File: src/hw/srr_map.svh
// constants of the soft row repair sequencer
`ifndef SRR_MAP_SVH
`define SRR_MAP_SVH
`define SRR_NUM_BANKS 16
`define SRR_BANK_W 4
`define SRR_ROW_W 18
`define SRR_MR_GUARD 4'h0
`define SRR_MR_MODE 4'h4
`define SRR_MODE_BIT 5
`define SRR_KEY_LOW 7'h7f
`define SRR_KEY1 5'h19
`define SRR_KEY2 5'h0f
`define SRR_KEY3 5'h17
`define SRR_KEY4 5'h07
`define SRR_BURST_LAST 3'h7
`define SRR_HIGH_LAST 3'h3
`define SRR_WL_W 6
`endif

File: src/hw/srr_pkg.sv
// types of the soft row repair sequencer
`include "srr_map.svh"
package srr_pkg;
  typedef enum logic [5:0] {
    SRR_OFF = 6'h01,
    SRR_KEYS = 6'h02,
    SRR_ARMED = 6'h04,
    SRR_OPEN = 6'h08,
    SRR_WAITWL = 6'h10,
    SRR_DATA = 6'h20
  } srr_state_type;

  typedef struct packed {
    srr_state_type state;
    logic [1:0] key_idx;
    logic [`SRR_BANK_W-1:0] bank;
    logic [`SRR_ROW_W-1:0] row;
    logic [`SRR_WL_W-1:0] wl_cnt;
    logic [2:0] bit_cnt;
    logic all_low;
    logic first_high;
    logic [`SRR_NUM_BANKS-1:0][`SRR_ROW_W-1:0] rows;
    logic [`SRR_NUM_BANKS-1:0] valid;
    logic mode_on;
    logic repaired;
    logic skipped;
    logic undefined;
    logic ignored;
    logic hit;
    logic [`SRR_ROW_W-1:0] hit_row;
    logic [`SRR_ROW_W-1:0] seed_row;
  } srr_regs_type;
endpackage

File: src/hw/srr_sync.sv
// two-flop synchroniser for a bus of independent levels
module srr_sync #(
  parameter int WIDTH = 1
) (
  // clock and reset
  input wire logic clk,
  input wire logic rst_n,
  input wire logic ce,
  // levels
  input wire logic [WIDTH-1:0] d,
  output logic [WIDTH-1:0] q
);
  logic [WIDTH-1:0] meta_reg;

  always_ff @(posedge clk or negedge rst_n)
  begin
    if (!rst_n)
    begin
      meta_reg <= '0;
      q <= '0;
    end
    else if (ce)
    begin
      meta_reg <= d;
      q <= meta_reg;
    end
  end
endmodule

File: src/hw/srr_top.sv
// soft row repair sequencer inside the memory device
`include "srr_map.svh"
module srr_top #(
  parameter int NUM_BANKS = `SRR_NUM_BANKS,
  parameter int DQ_W = 8
) (
  // clock, reset, enable
  input wire logic clk,
  input wire logic reset_n,
  input wire logic ce,
  // command pins, sampled on ck
  input wire logic ck,
  input wire logic cs_n,
  input wire logic act_n,
  input wire logic ras_n,
  input wire logic cas_n,
  input wire logic we_n,
  input wire logic [1:0] bg,
  input wire logic [1:0] ba,
  input wire logic [`SRR_ROW_W-1:0] addr,
  input wire logic [DQ_W-1:0] dq,
  // configuration
  input wire logic guard_keys_required,
  input wire logic [`SRR_WL_W-1:0] write_latency,
  input wire logic [NUM_BANKS-1:0] hard_repair_exhausted,
  input wire logic [`SRR_BANK_W-1:0] lookup_bank,
  // status
  output logic mode_enabled,
  output logic [NUM_BANKS-1:0] repair_valid,
  output logic lookup_hit,
  output logic [`SRR_ROW_W-1:0] lookup_row,
  output logic [`SRR_ROW_W-1:0] seed_row,
  output logic last_repaired,
  output logic last_skipped,
  output logic last_undefined,
  output logic last_ignored
);
  localparam int PIN_W = 1 + 5 + 4 + `SRR_ROW_W + DQ_W;

  // elaboration check: the per-bank slots and the bank decode assume this geometry
  if (NUM_BANKS != `SRR_NUM_BANKS || DQ_W < 1)
  begin
    $error("srr_top: unsupported bank count or dq width");
  end

  // ==========================================================
  // reset release and pin synchronisation
  logic [1:0] rst_pipe_reg;
  logic rst_n;

  always_ff @(posedge clk or negedge reset_n)
  begin
    if (!reset_n)
      rst_pipe_reg <= 2'h0;
    else
      rst_pipe_reg <= {rst_pipe_reg[0], 1'b1};
  end
  assign rst_n = rst_pipe_reg[1];

  logic [PIN_W-1:0] pins_s;
  logic ck_prev_reg;

  // pins all share one sync depth so a command word stays coherent
  srr_sync #(.WIDTH(PIN_W)) u_sync (
    .clk(clk),
    .rst_n(rst_n),
    .ce(ce),
    .d({ck, cs_n, act_n, ras_n, cas_n, we_n, bg, ba, addr, dq}),
    .q(pins_s)
  );

  logic ck_s, cs_n_s, act_n_s, ras_n_s, cas_n_s, we_n_s;
  logic [3:0] mr_s;
  logic [`SRR_ROW_W-1:0] addr_s;
  logic [DQ_W-1:0] dq_s;
  assign {ck_s, cs_n_s, act_n_s, ras_n_s, cas_n_s, we_n_s, mr_s, addr_s, dq_s} = pins_s;

  always_ff @(posedge clk or negedge rst_n)
  begin
    if (!rst_n)
      ck_prev_reg <= 1'b0;
    else if (ce)
      ck_prev_reg <= ck_s;
  end

  // ==========================================================
  // command decode on ck rising edge
  logic ck_rise, ck_fall, cmd, is_act, is_mrs, is_wr, is_pre;
  assign ck_rise = ck_s & ~ck_prev_reg;
  assign ck_fall = ~ck_s & ck_prev_reg;
  assign cmd = ck_rise & ~cs_n_s;
  assign is_act = cmd & ~act_n_s;
  assign is_mrs = cmd & act_n_s & ~ras_n_s & ~cas_n_s & ~we_n_s;
  assign is_wr = cmd & act_n_s & ras_n_s & ~cas_n_s & ~we_n_s;
  assign is_pre = cmd & act_n_s & ~ras_n_s & cas_n_s & ~we_n_s;

  srr_pkg::srr_regs_type state_reg, state_next;
  logic mr4_wr, key_match;
  logic [4:0] key_want;
  assign mr4_wr = is_mrs & (mr_s == `SRR_MR_MODE);

  always_comb
  begin
    unique case (state_reg.key_idx)
      2'h0: key_want = `SRR_KEY1;
      2'h1: key_want = `SRR_KEY2;
      2'h2: key_want = `SRR_KEY3;
      default: key_want = `SRR_KEY4;
    endcase
  end

  assign key_match = is_mrs & (mr_s == `SRR_MR_GUARD) & (addr_s[11:7] == key_want)
    & (addr_s[6:0] == `SRR_KEY_LOW);

  // ==========================================================
  // sequencer
  logic dq_low, dq_high;
  assign dq_low = (dq_s == '0);
  assign dq_high = (dq_s == {DQ_W{1'b1}});

  always_comb
  begin
    state_next = state_reg;
    state_next.hit = state_reg.valid[lookup_bank];
    state_next.hit_row = state_reg.rows[lookup_bank];
    if (mr4_wr)
    begin
      state_next.mode_on = addr_s[`SRR_MODE_BIT];
      state_next.key_idx = 2'h0;
      if (!addr_s[`SRR_MODE_BIT])
        state_next.state = srr_pkg::SRR_OFF;
      else if (guard_keys_required)
        state_next.state = srr_pkg::SRR_KEYS;
      else
        state_next.state = srr_pkg::SRR_ARMED;
    end
    else
    begin
      unique case (state_reg.state)
        srr_pkg::SRR_OFF:
        begin
          state_next.key_idx = 2'h0;
        end
        srr_pkg::SRR_KEYS:
        begin
          if (key_match)
          begin
            state_next.key_idx = state_reg.key_idx + 2'h1;
            if (state_reg.key_idx == 2'h3)
              state_next.state = srr_pkg::SRR_ARMED;
          end
          else if (cmd)
            // any stray command drops entry; later act/wr run as normal accesses
            state_next.state = srr_pkg::SRR_OFF;
        end
        srr_pkg::SRR_ARMED:
        begin
          if (is_act)
          begin
            state_next.bank = {mr_s[3:2], mr_s[1:0]};
            state_next.row = addr_s;
            state_next.seed_row = addr_s;
            state_next.state = srr_pkg::SRR_OPEN;
          end
        end
        srr_pkg::SRR_OPEN:
        begin
          if (is_wr && mr_s == state_reg.bank)
          begin
            state_next.wl_cnt = `SRR_WL_W'(1);
            state_next.state = srr_pkg::SRR_WAITWL;
          end
          else if (is_pre)
            state_next.state = srr_pkg::SRR_ARMED;
        end
        srr_pkg::SRR_WAITWL:
        begin
          if (ck_rise)
          begin
            if (state_reg.wl_cnt >= write_latency)
            begin
              state_next.all_low = dq_low;
              state_next.first_high = dq_high;
              state_next.bit_cnt = 3'h1;
              state_next.state = srr_pkg::SRR_DATA;
            end
            else
              state_next.wl_cnt = state_reg.wl_cnt + `SRR_WL_W'(1);
          end
        end
        srr_pkg::SRR_DATA:
        begin
          if (ck_rise || ck_fall)
          begin
            state_next.all_low = state_reg.all_low & dq_low;
            if (state_reg.bit_cnt <= `SRR_HIGH_LAST)
              state_next.first_high = state_reg.first_high & dq_high;
            state_next.bit_cnt = state_reg.bit_cnt + 3'h1;
            if (state_reg.bit_cnt == `SRR_BURST_LAST)
            begin
              state_next.state = srr_pkg::SRR_OPEN;
              state_next.repaired = 1'b0;
              state_next.skipped = 1'b0;
              state_next.undefined = 1'b0;
              state_next.ignored = 1'b0;
              if (state_reg.all_low && dq_low)
              begin
                if (hard_repair_exhausted[state_reg.bank])
                  state_next.ignored = 1'b1;
                else
                begin
                  // one slot per bank, newest overwrites
                  state_next.rows[state_reg.bank] = state_reg.row;
                  state_next.valid[state_reg.bank] = 1'b1;
                  state_next.repaired = 1'b1;
                end
              end
              else if (state_reg.first_high)
                state_next.skipped = 1'b1;
              else
                // mixed pattern: behaviour is undefined, we choose no repair
                state_next.undefined = 1'b1;
            end
          end
        end
      endcase
    end
  end

  always_ff @(posedge clk or negedge rst_n)
  begin
    if (!rst_n)
    begin
      state_reg <= '0;
      state_reg.state <= srr_pkg::SRR_OFF;
    end
    else if (ce)
      state_reg <= state_next;
  end

  assign mode_enabled = state_reg.mode_on;
  assign repair_valid = state_reg.valid;
  assign lookup_hit = state_reg.hit;
  assign lookup_row = state_reg.hit_row;
  assign seed_row = state_reg.seed_row;
  assign last_repaired = state_reg.repaired;
  assign last_skipped = state_reg.skipped;
  assign last_undefined = state_reg.undefined;
  assign last_ignored = state_reg.ignored;
endmodule

File: config.mk
export PLATFORM = sky130hd
export DESIGN_NAME = srr_top
export DESIGN_NICKNAME = d
export VERILOG_FILES = /design/src/hw/srr_pkg.sv /design/src/hw/srr_sync.sv /design/src/hw/srr_top.sv
export VERILOG_INCLUDE_DIRS = /design/src /design/src/hw
export SDC_FILE = /design/constraint.sdc
export NUM_CORES = 1
export LEC_CHECK = 0
export ABC_AREA = 1
export ABC_CLOCK_PERIOD_IN_PS = 16250
export BUFFER_PORTS_ARGS = -buffer_cell sky130_fd_sc_hd__buf_4
export CORE_MARGIN = 5
export CORE_UTILIZATION = 30
export DETAILED_ROUTE_END_ITERATION = 8
export PLACE_DENSITY = 0.54
export RECOVER_POWER = 100
export SLEW_MARGIN = 0
export SYNTH_ARGS = -nofsm -noshare
export SYNTH_HDL_FRONTEND = slang
export SYNTH_SLANG_ARGS = --single-unit
File: constraint.sdc
create_clock -name clk -period 16.25 [get_ports clk]
set_input_delay 3.25 -clock clk [delete_from_list [all_inputs] [get_ports clk]]
set_output_delay 3.25 -clock clk [all_outputs]
set_load 0.02 [all_outputs]
==> qor.yml, run 1 <==
layout-drive-gt1-share_pct: 8.04
grt_usage_pct: 18.0
vias: 18700
status: "finished, violations left"
wl_met1_um: 32300
yosysWarnings: 0
hold_violations: 0
final_cells: 3546
ctsResizeCount: 0
dieWidth_um: 282
ant_nets: 0
worst_slew_pin_slew_ps: 4390
fin_nets: 2636
io_pins: 124
clk_path_buf_depth: 3
synth.net_count: 2727
wl_per_cell_um: 20.4
synthSimpleGateAreaFrac_pct: 28.9
clkLatencyLatePin_ps: 580
antenna_found_initial: 1
postCtsSetupBuffers: 0
core_um2: 73100
reg2reg_slack_ps: 7350
r2r_start: "rst_pipe_reg[1]"
grt_pass1_vias: 18300
worstSetupStartpointType: "input port"
hold-path-cell-count: 0
placed_cells: 3464
cts_inserted_buffers: 47
yosysSeqAreaShare_pct: 50.2
drtIter0Drc: 2031
met2_length_um: 33100
hp-start: "rst_pipe_reg[0]"
highest_layer: "met5"
hold_slack_ps: 359
rr_worst_depth: 3
fp.dieH_um: 282
ir_worst_vdd_uv: 73.5
slew_headroom_pct: -193
htreeDepth: 2
die_area_um2: 79400
wl_met3_um: 5100
dp_worst_setup_slack_ps: 9160
initial_core_util_pct: 30.3
synthMuxAreaShare_pct: 1.63
num_rows: 99
syn-cell-area_um2: 22100
synthXorXnorAreaFrac_pct: 0.198
violations: "max-capacitance violations, max-slew violations"
synth_cell_types: 41
grt_overflow_total: 0
max_freq_ghz: 0.0964
worstReg2RegEnd: "repair_valid[15]"
cts_root_buf: "clkbuf_16"
powerDensity_nw_per_um2: 101
p_leak_uw: 0.0117
cp_max_fo: 107
worst_setup_path_end_kind: "flip-flop"
setup_violations: 0
hp-class: "reg -> reg"
final.setup.worst_slack_ps: 5870
required_ps: 16750
clk_pin_slew_ps: 60
cts_hold_buffers: 0
num-fill-cells: 7768
syn_to_final_growth_pct: 8.21
grt_pass1_wl_um: 113000
path_class: "in -> reg"
via_per_inst: 5.28
timing.final.crit_share_pct: 63.9
finalClockSkew_ps: 19.4
synth_top_family_by_area: "simple AND/OR/NAND/NOR gates"
ys_ff_latch: 444
gp_congestion: 0.765
min_period_ps: 10380
diodes: 0
cts_tree: "yes"
port-buffer-count: 123
synthAdderAreaFrac_pct: 0.904
drt_wl_total_um: 72400
clkSinkCount: 444
rsz0062_at_grt: "false"
firstDrtPassIters: 6
syn-instance-count: 2645
synth_compound_area_share_pct: 9.24
drcViolationCount: 0
min_to: "rst_pipe_reg[1]"
dp_hpwl_um: 39200
syn_avg_cell_area_um2: 8.37
finalSetupTns_ps: 0
grt_max_degree: 108
cap_violations: 22
crit_arrival_ps: 10880
final_max_slew_viol_count: 775
area by class of cell:
| type | count | area, µm² | share of cell area (%) |
|---|---|---|---|
| multi-input cells | 1804 | 8860 | 37.0 |
| inverters | 109 | 417 | 1.74 |
| well taps | 959 | 1200 | 5.01 |
| clock inverters | 14 | 170 | 0.710 |
| repair buffers | 148 | 863 | 3.60 |
| flip-flops and latches | 444 | 11100 | 46.4 |
| clock buffers | 68 | 1350 | 5.62 |
layer usage:
metal	vias to the layer above	global-route usage (%)
met4	2	4.98
li1	8726	-
met1	9187	25.3
met2	709	28.8
met3	106	3.06
met5	-	0
cells in the final DEF, fill, tap and decap left out, types with 5 or more instances in the layout:
cell type / n
nand3_1: 53
dfrtp_1: 443
clkbuf_8: 5
a21oi_1: 19
nor2_1: 221
o221ai_1: 50
o31ai_1: 8
nor2_4: 6
o22ai_1: 22
inv_1: 100
a31oi_1: 19
buf_4: 82
inv_2: 5
mux2_2: 32
ha_1: 16
nor3_1: 7
clkbuf_16: 49
nand4_1: 317
clkinv_2: 11
o21ai_0: 236
clkbuf_1: 80
nand2_1: 777
worst max-delay path by stage:
| stage | start | endpoint | slack, ps | cells past startpoint |
|---|---|---|---|---|
| global placement | ce | flip-flop | 9190 | 9 |
| global route | ce | flip-flop | 5190 | 9 |
| floorplan | rst_pipe_reg[1] | async pin | 2960 | 0 |
| detailed placement | ce | flip-flop | 9160 | 9 |
| CTS | ce | flip-flop | 9770 | 9 |
| finish | ce | flip-flop | 5870 | 9 |
stage by stage:
stage	area [µm²]	power [µW]	utilization, %
final	24000	2430	32.8
after global routing	24000	2530	32.8
after CTS	24400	2460	33.4
after detailed placement	22900	1360	31.4
after global placement	22900	1360	31.4
after floorplan	22200	1300	-
worst max-delay path: stages:
cell and delay (ps):
clkbuf_1 3000, nand2_1 290, nor2_1 380, nand2_4 90
nor2b_1 1520, buf_4 880, buf_4 980, nand4_1 180
nand2_1 110
Yosys cell counts, drive strengths merged:
library cell    n  area share [%]
nand2         781              13
dfrtp         443              50
nand4         317             9.8
o21ai         236             5.3
nor2          232             4.2
buf           159             4.9
clkbuf        129             2.2
inv           109             1.9
nand3          54             1.2
o221ai         50             2.0
mux2           32             1.6
o22ai          22            0.62
a21oi          19            0.43
a31oi          19            0.54
ha             16            0.90
o31ai           8            0.27
nor3            7            0.16
xnor2           3            0.12
nor4            2           0.056
xor2            2           0.079
a211oi          1           0.034
a21o            1           0.034
conb            1           0.017
dfstp           1            0.12
nor2b           1           0.062
cells by family after synthesis:
family | Yosys count
fa+ha+maj | 16
xor+xnor | 5
mux | 32
buf+inv | 397
other cells | 1
compound gates | 356
simple gates | 1394
flops | 444
report_power, final:
group / internal, µW / leakage [µW] / switching [µW]
registers: 1130 / 0.00590 / 19.5
logic: 57.9 / 0.00509 / 122
clock network: 636 / 0.000752 / 457
(Power assumes the default switching activity.)
==> run 2: changes to the inputs <==
Settings changed: ABC_CLOCK_PERIOD_IN_PS 16250 to 9600.
Clock period 16.25 ns to 9.6 ns, I/O delays scaled along.
==> run 2 against run 1 <==
  * The run still ends with max-capacitance violations, max-slew violations left
  * Flip-flop and latch count stayed put
  * Wire length rose by 0.25%
  * Die area stayed put
  * Worst setup slack got worse by 2900 ps
  * Non-clock buffer count decreased by 3
  * Utilization is 0.14 points higher
  * Via count down 0.56%
==> qor.yml, run 2 (same netlist as run 1, synthesis figures left out) <==
final_max_slew_viol_count: 578
fin_area_um2: 24100
dp_hpwl_um: 38400
worstReg2RegEnd: "u_sync.q[14]"
postCtsSetupBuffers: 0
crit_arrival_ps: 7120
placed_cells: 3461
clkSinkCount: 444
drtIter0Drc: 1739
power_switching_uw: 1030
cts_hold_buffers: 0
powerDensity_nw_per_um2: 172
pwr-share-comb_pct: 7.3
final_cells: 3547
grt_overflow_total: 0
grt_max_degree: 193
core_um2: 73100
gp_congestion: 0.758
final_common_cell: "nand2_1"
required_ps: 10120
antenna_found_initial: 0
timing.final.crit_share_pct: 68.8
wl_per_cell_um: 20.5
ir_worst_vdd_uv: 150
rsz0062_at_grt: "false"
finalSetupTns_ps: 0
place_area_um2: 22900
hold_slack_ps: 355
swShare_pct: 24.7
path_class: "in -> reg"
slew_headroom_pct: -106
initial_core_util_pct: 30.3
diodes: 0
final.setup.worst_slack_ps: 3000
firstDrtPassIters: 5
r2r_start: "rst_pipe_reg[1]"
clk_pin_slew_ps: 60
worst_setup_path_end_kind: "flip-flop"
num_rows: 99
dp_worst_setup_slack_ps: 4470
status: "finished, violations left"
fp.dieH_um: 282
worstSetupStartpointType: "input port"
mostFrequentLayoutCells: "nand2_1, dfrtp_1, nand4_1"
cts_root_buf: "clkbuf_16"
drcViolationCount: 0
rr_worst_depth: 1
max_freq_ghz: 0.151
worst_slew_pin_slew_ps: 3080
ant_nets: 0
syn_to_final_growth_pct: 8.68
htreeDepth: 2
grt_pass1_wl_um: 111000
via_per_inst: 5.25
cts_inserted_buffers: 48
p_int_uw: 3120
hp-class: "reg -> reg"
finalClockSkew_ps: 23.5
violations: "max-capacitance violations, max-slew violations"
ctsResizeCount: 0
fin_nets: 2634
min_period_ps: 6600
io_pins: 124
cts_tree: "yes"
clk_path_buf_depth: 3
cp_max_fo: 192
setup_violations: 0
drt_wl_total_um: 72600
cap_violations: 20
reg2reg_slack_ps: 4270
grt_pass1_vias: 18000
crit_start: "ce"
clkLatencyLatePin_ps: 600
hold_violations: 0
grt_usage_pct: 17.8
power_frac_seq_pct: 47.1
port-buffer-count: 123
dieWidth_um: 282
layout-drive-gt1-share_pct: 8.15
pwr-share-clk_pct: 45.6
p_leak_uw: 0.0118
die_area_um2: 79400
vias: 18600
run 2: power groups by stage:
stage                     combinational, µW  sequential (µW)  clock [µW]
after floorplan                         194             2000           0
final                                   303             1950        1890
after detailed placement                317             1990           0
after global placement                  316             1990           0
after global routing                    342             1960        2010
after CTS                               318             1950        1940
run 2: how the worst min path moves through the flow:
stage / start / endpoint / slack [ps] / cells after the start
2_1_floorplan: rst_pipe_reg[0] / rst_pipe_reg[1] / 330 / 0
3_3_place_gp: rst_pipe_reg[0] / rst_pipe_reg[1] / 330 / 0
3_5_place_dp: rst_pipe_reg[0] / rst_pipe_reg[1] / 340 / 0
4_1_cts: rst_pipe_reg[0] / rst_pipe_reg[1] / 360 / 0
5_1_grt: rst_pipe_reg[0] / rst_pipe_reg[1] / 370 / 0
6_report: rst_pipe_reg[0] / rst_pipe_reg[1] / 350 / 0
run 2: critical path, cell delays in order:
cell and delay, ps:
clkbuf_1 2120, nand2_1 270, nor2_1 240, nand2_1 250, nor2b_4 200, buf_12 530
buf_4 940, nand4_1 180, nand2_1 120
run 2: layer usage:
| metal | track usage (%) | vias up | routed length (µm) |
|---|---|---|---|
| li1 | - | 8726 | - |
| met1 | 25.2 | 9114 | 32500 |
| met2 | 28.1 | 677 | 33000 |
| met3 | 3.24 | 108 | 5350 |
| met4 | 5.10 | 0 | 1780 |
| met5 | 0 | - | 0 |
run 2: cell type report:
| cell class | count | area (µm²) |
|---|---|---|
| clock inverters | 7 | 96.3 |
| inverters | 109 | 420 |
| flip-flops and latches | 444 | 11100 |
| fillers | 7810 | 49000 |
| clock buffers | 79 | 1490 |
| repair buffers | 145 | 893 |
| well taps | 959 | 1200 |
| multi-input cells | 1804 | 8860 |
run 2: stage by stage:
stage	util (%)	power (µW)
floorplan	-	2190
global placement	31.4	2300
detailed placement	31.4	2310
CTS	33.5	4210
global route	32.9	4310
finish	32.9	4150
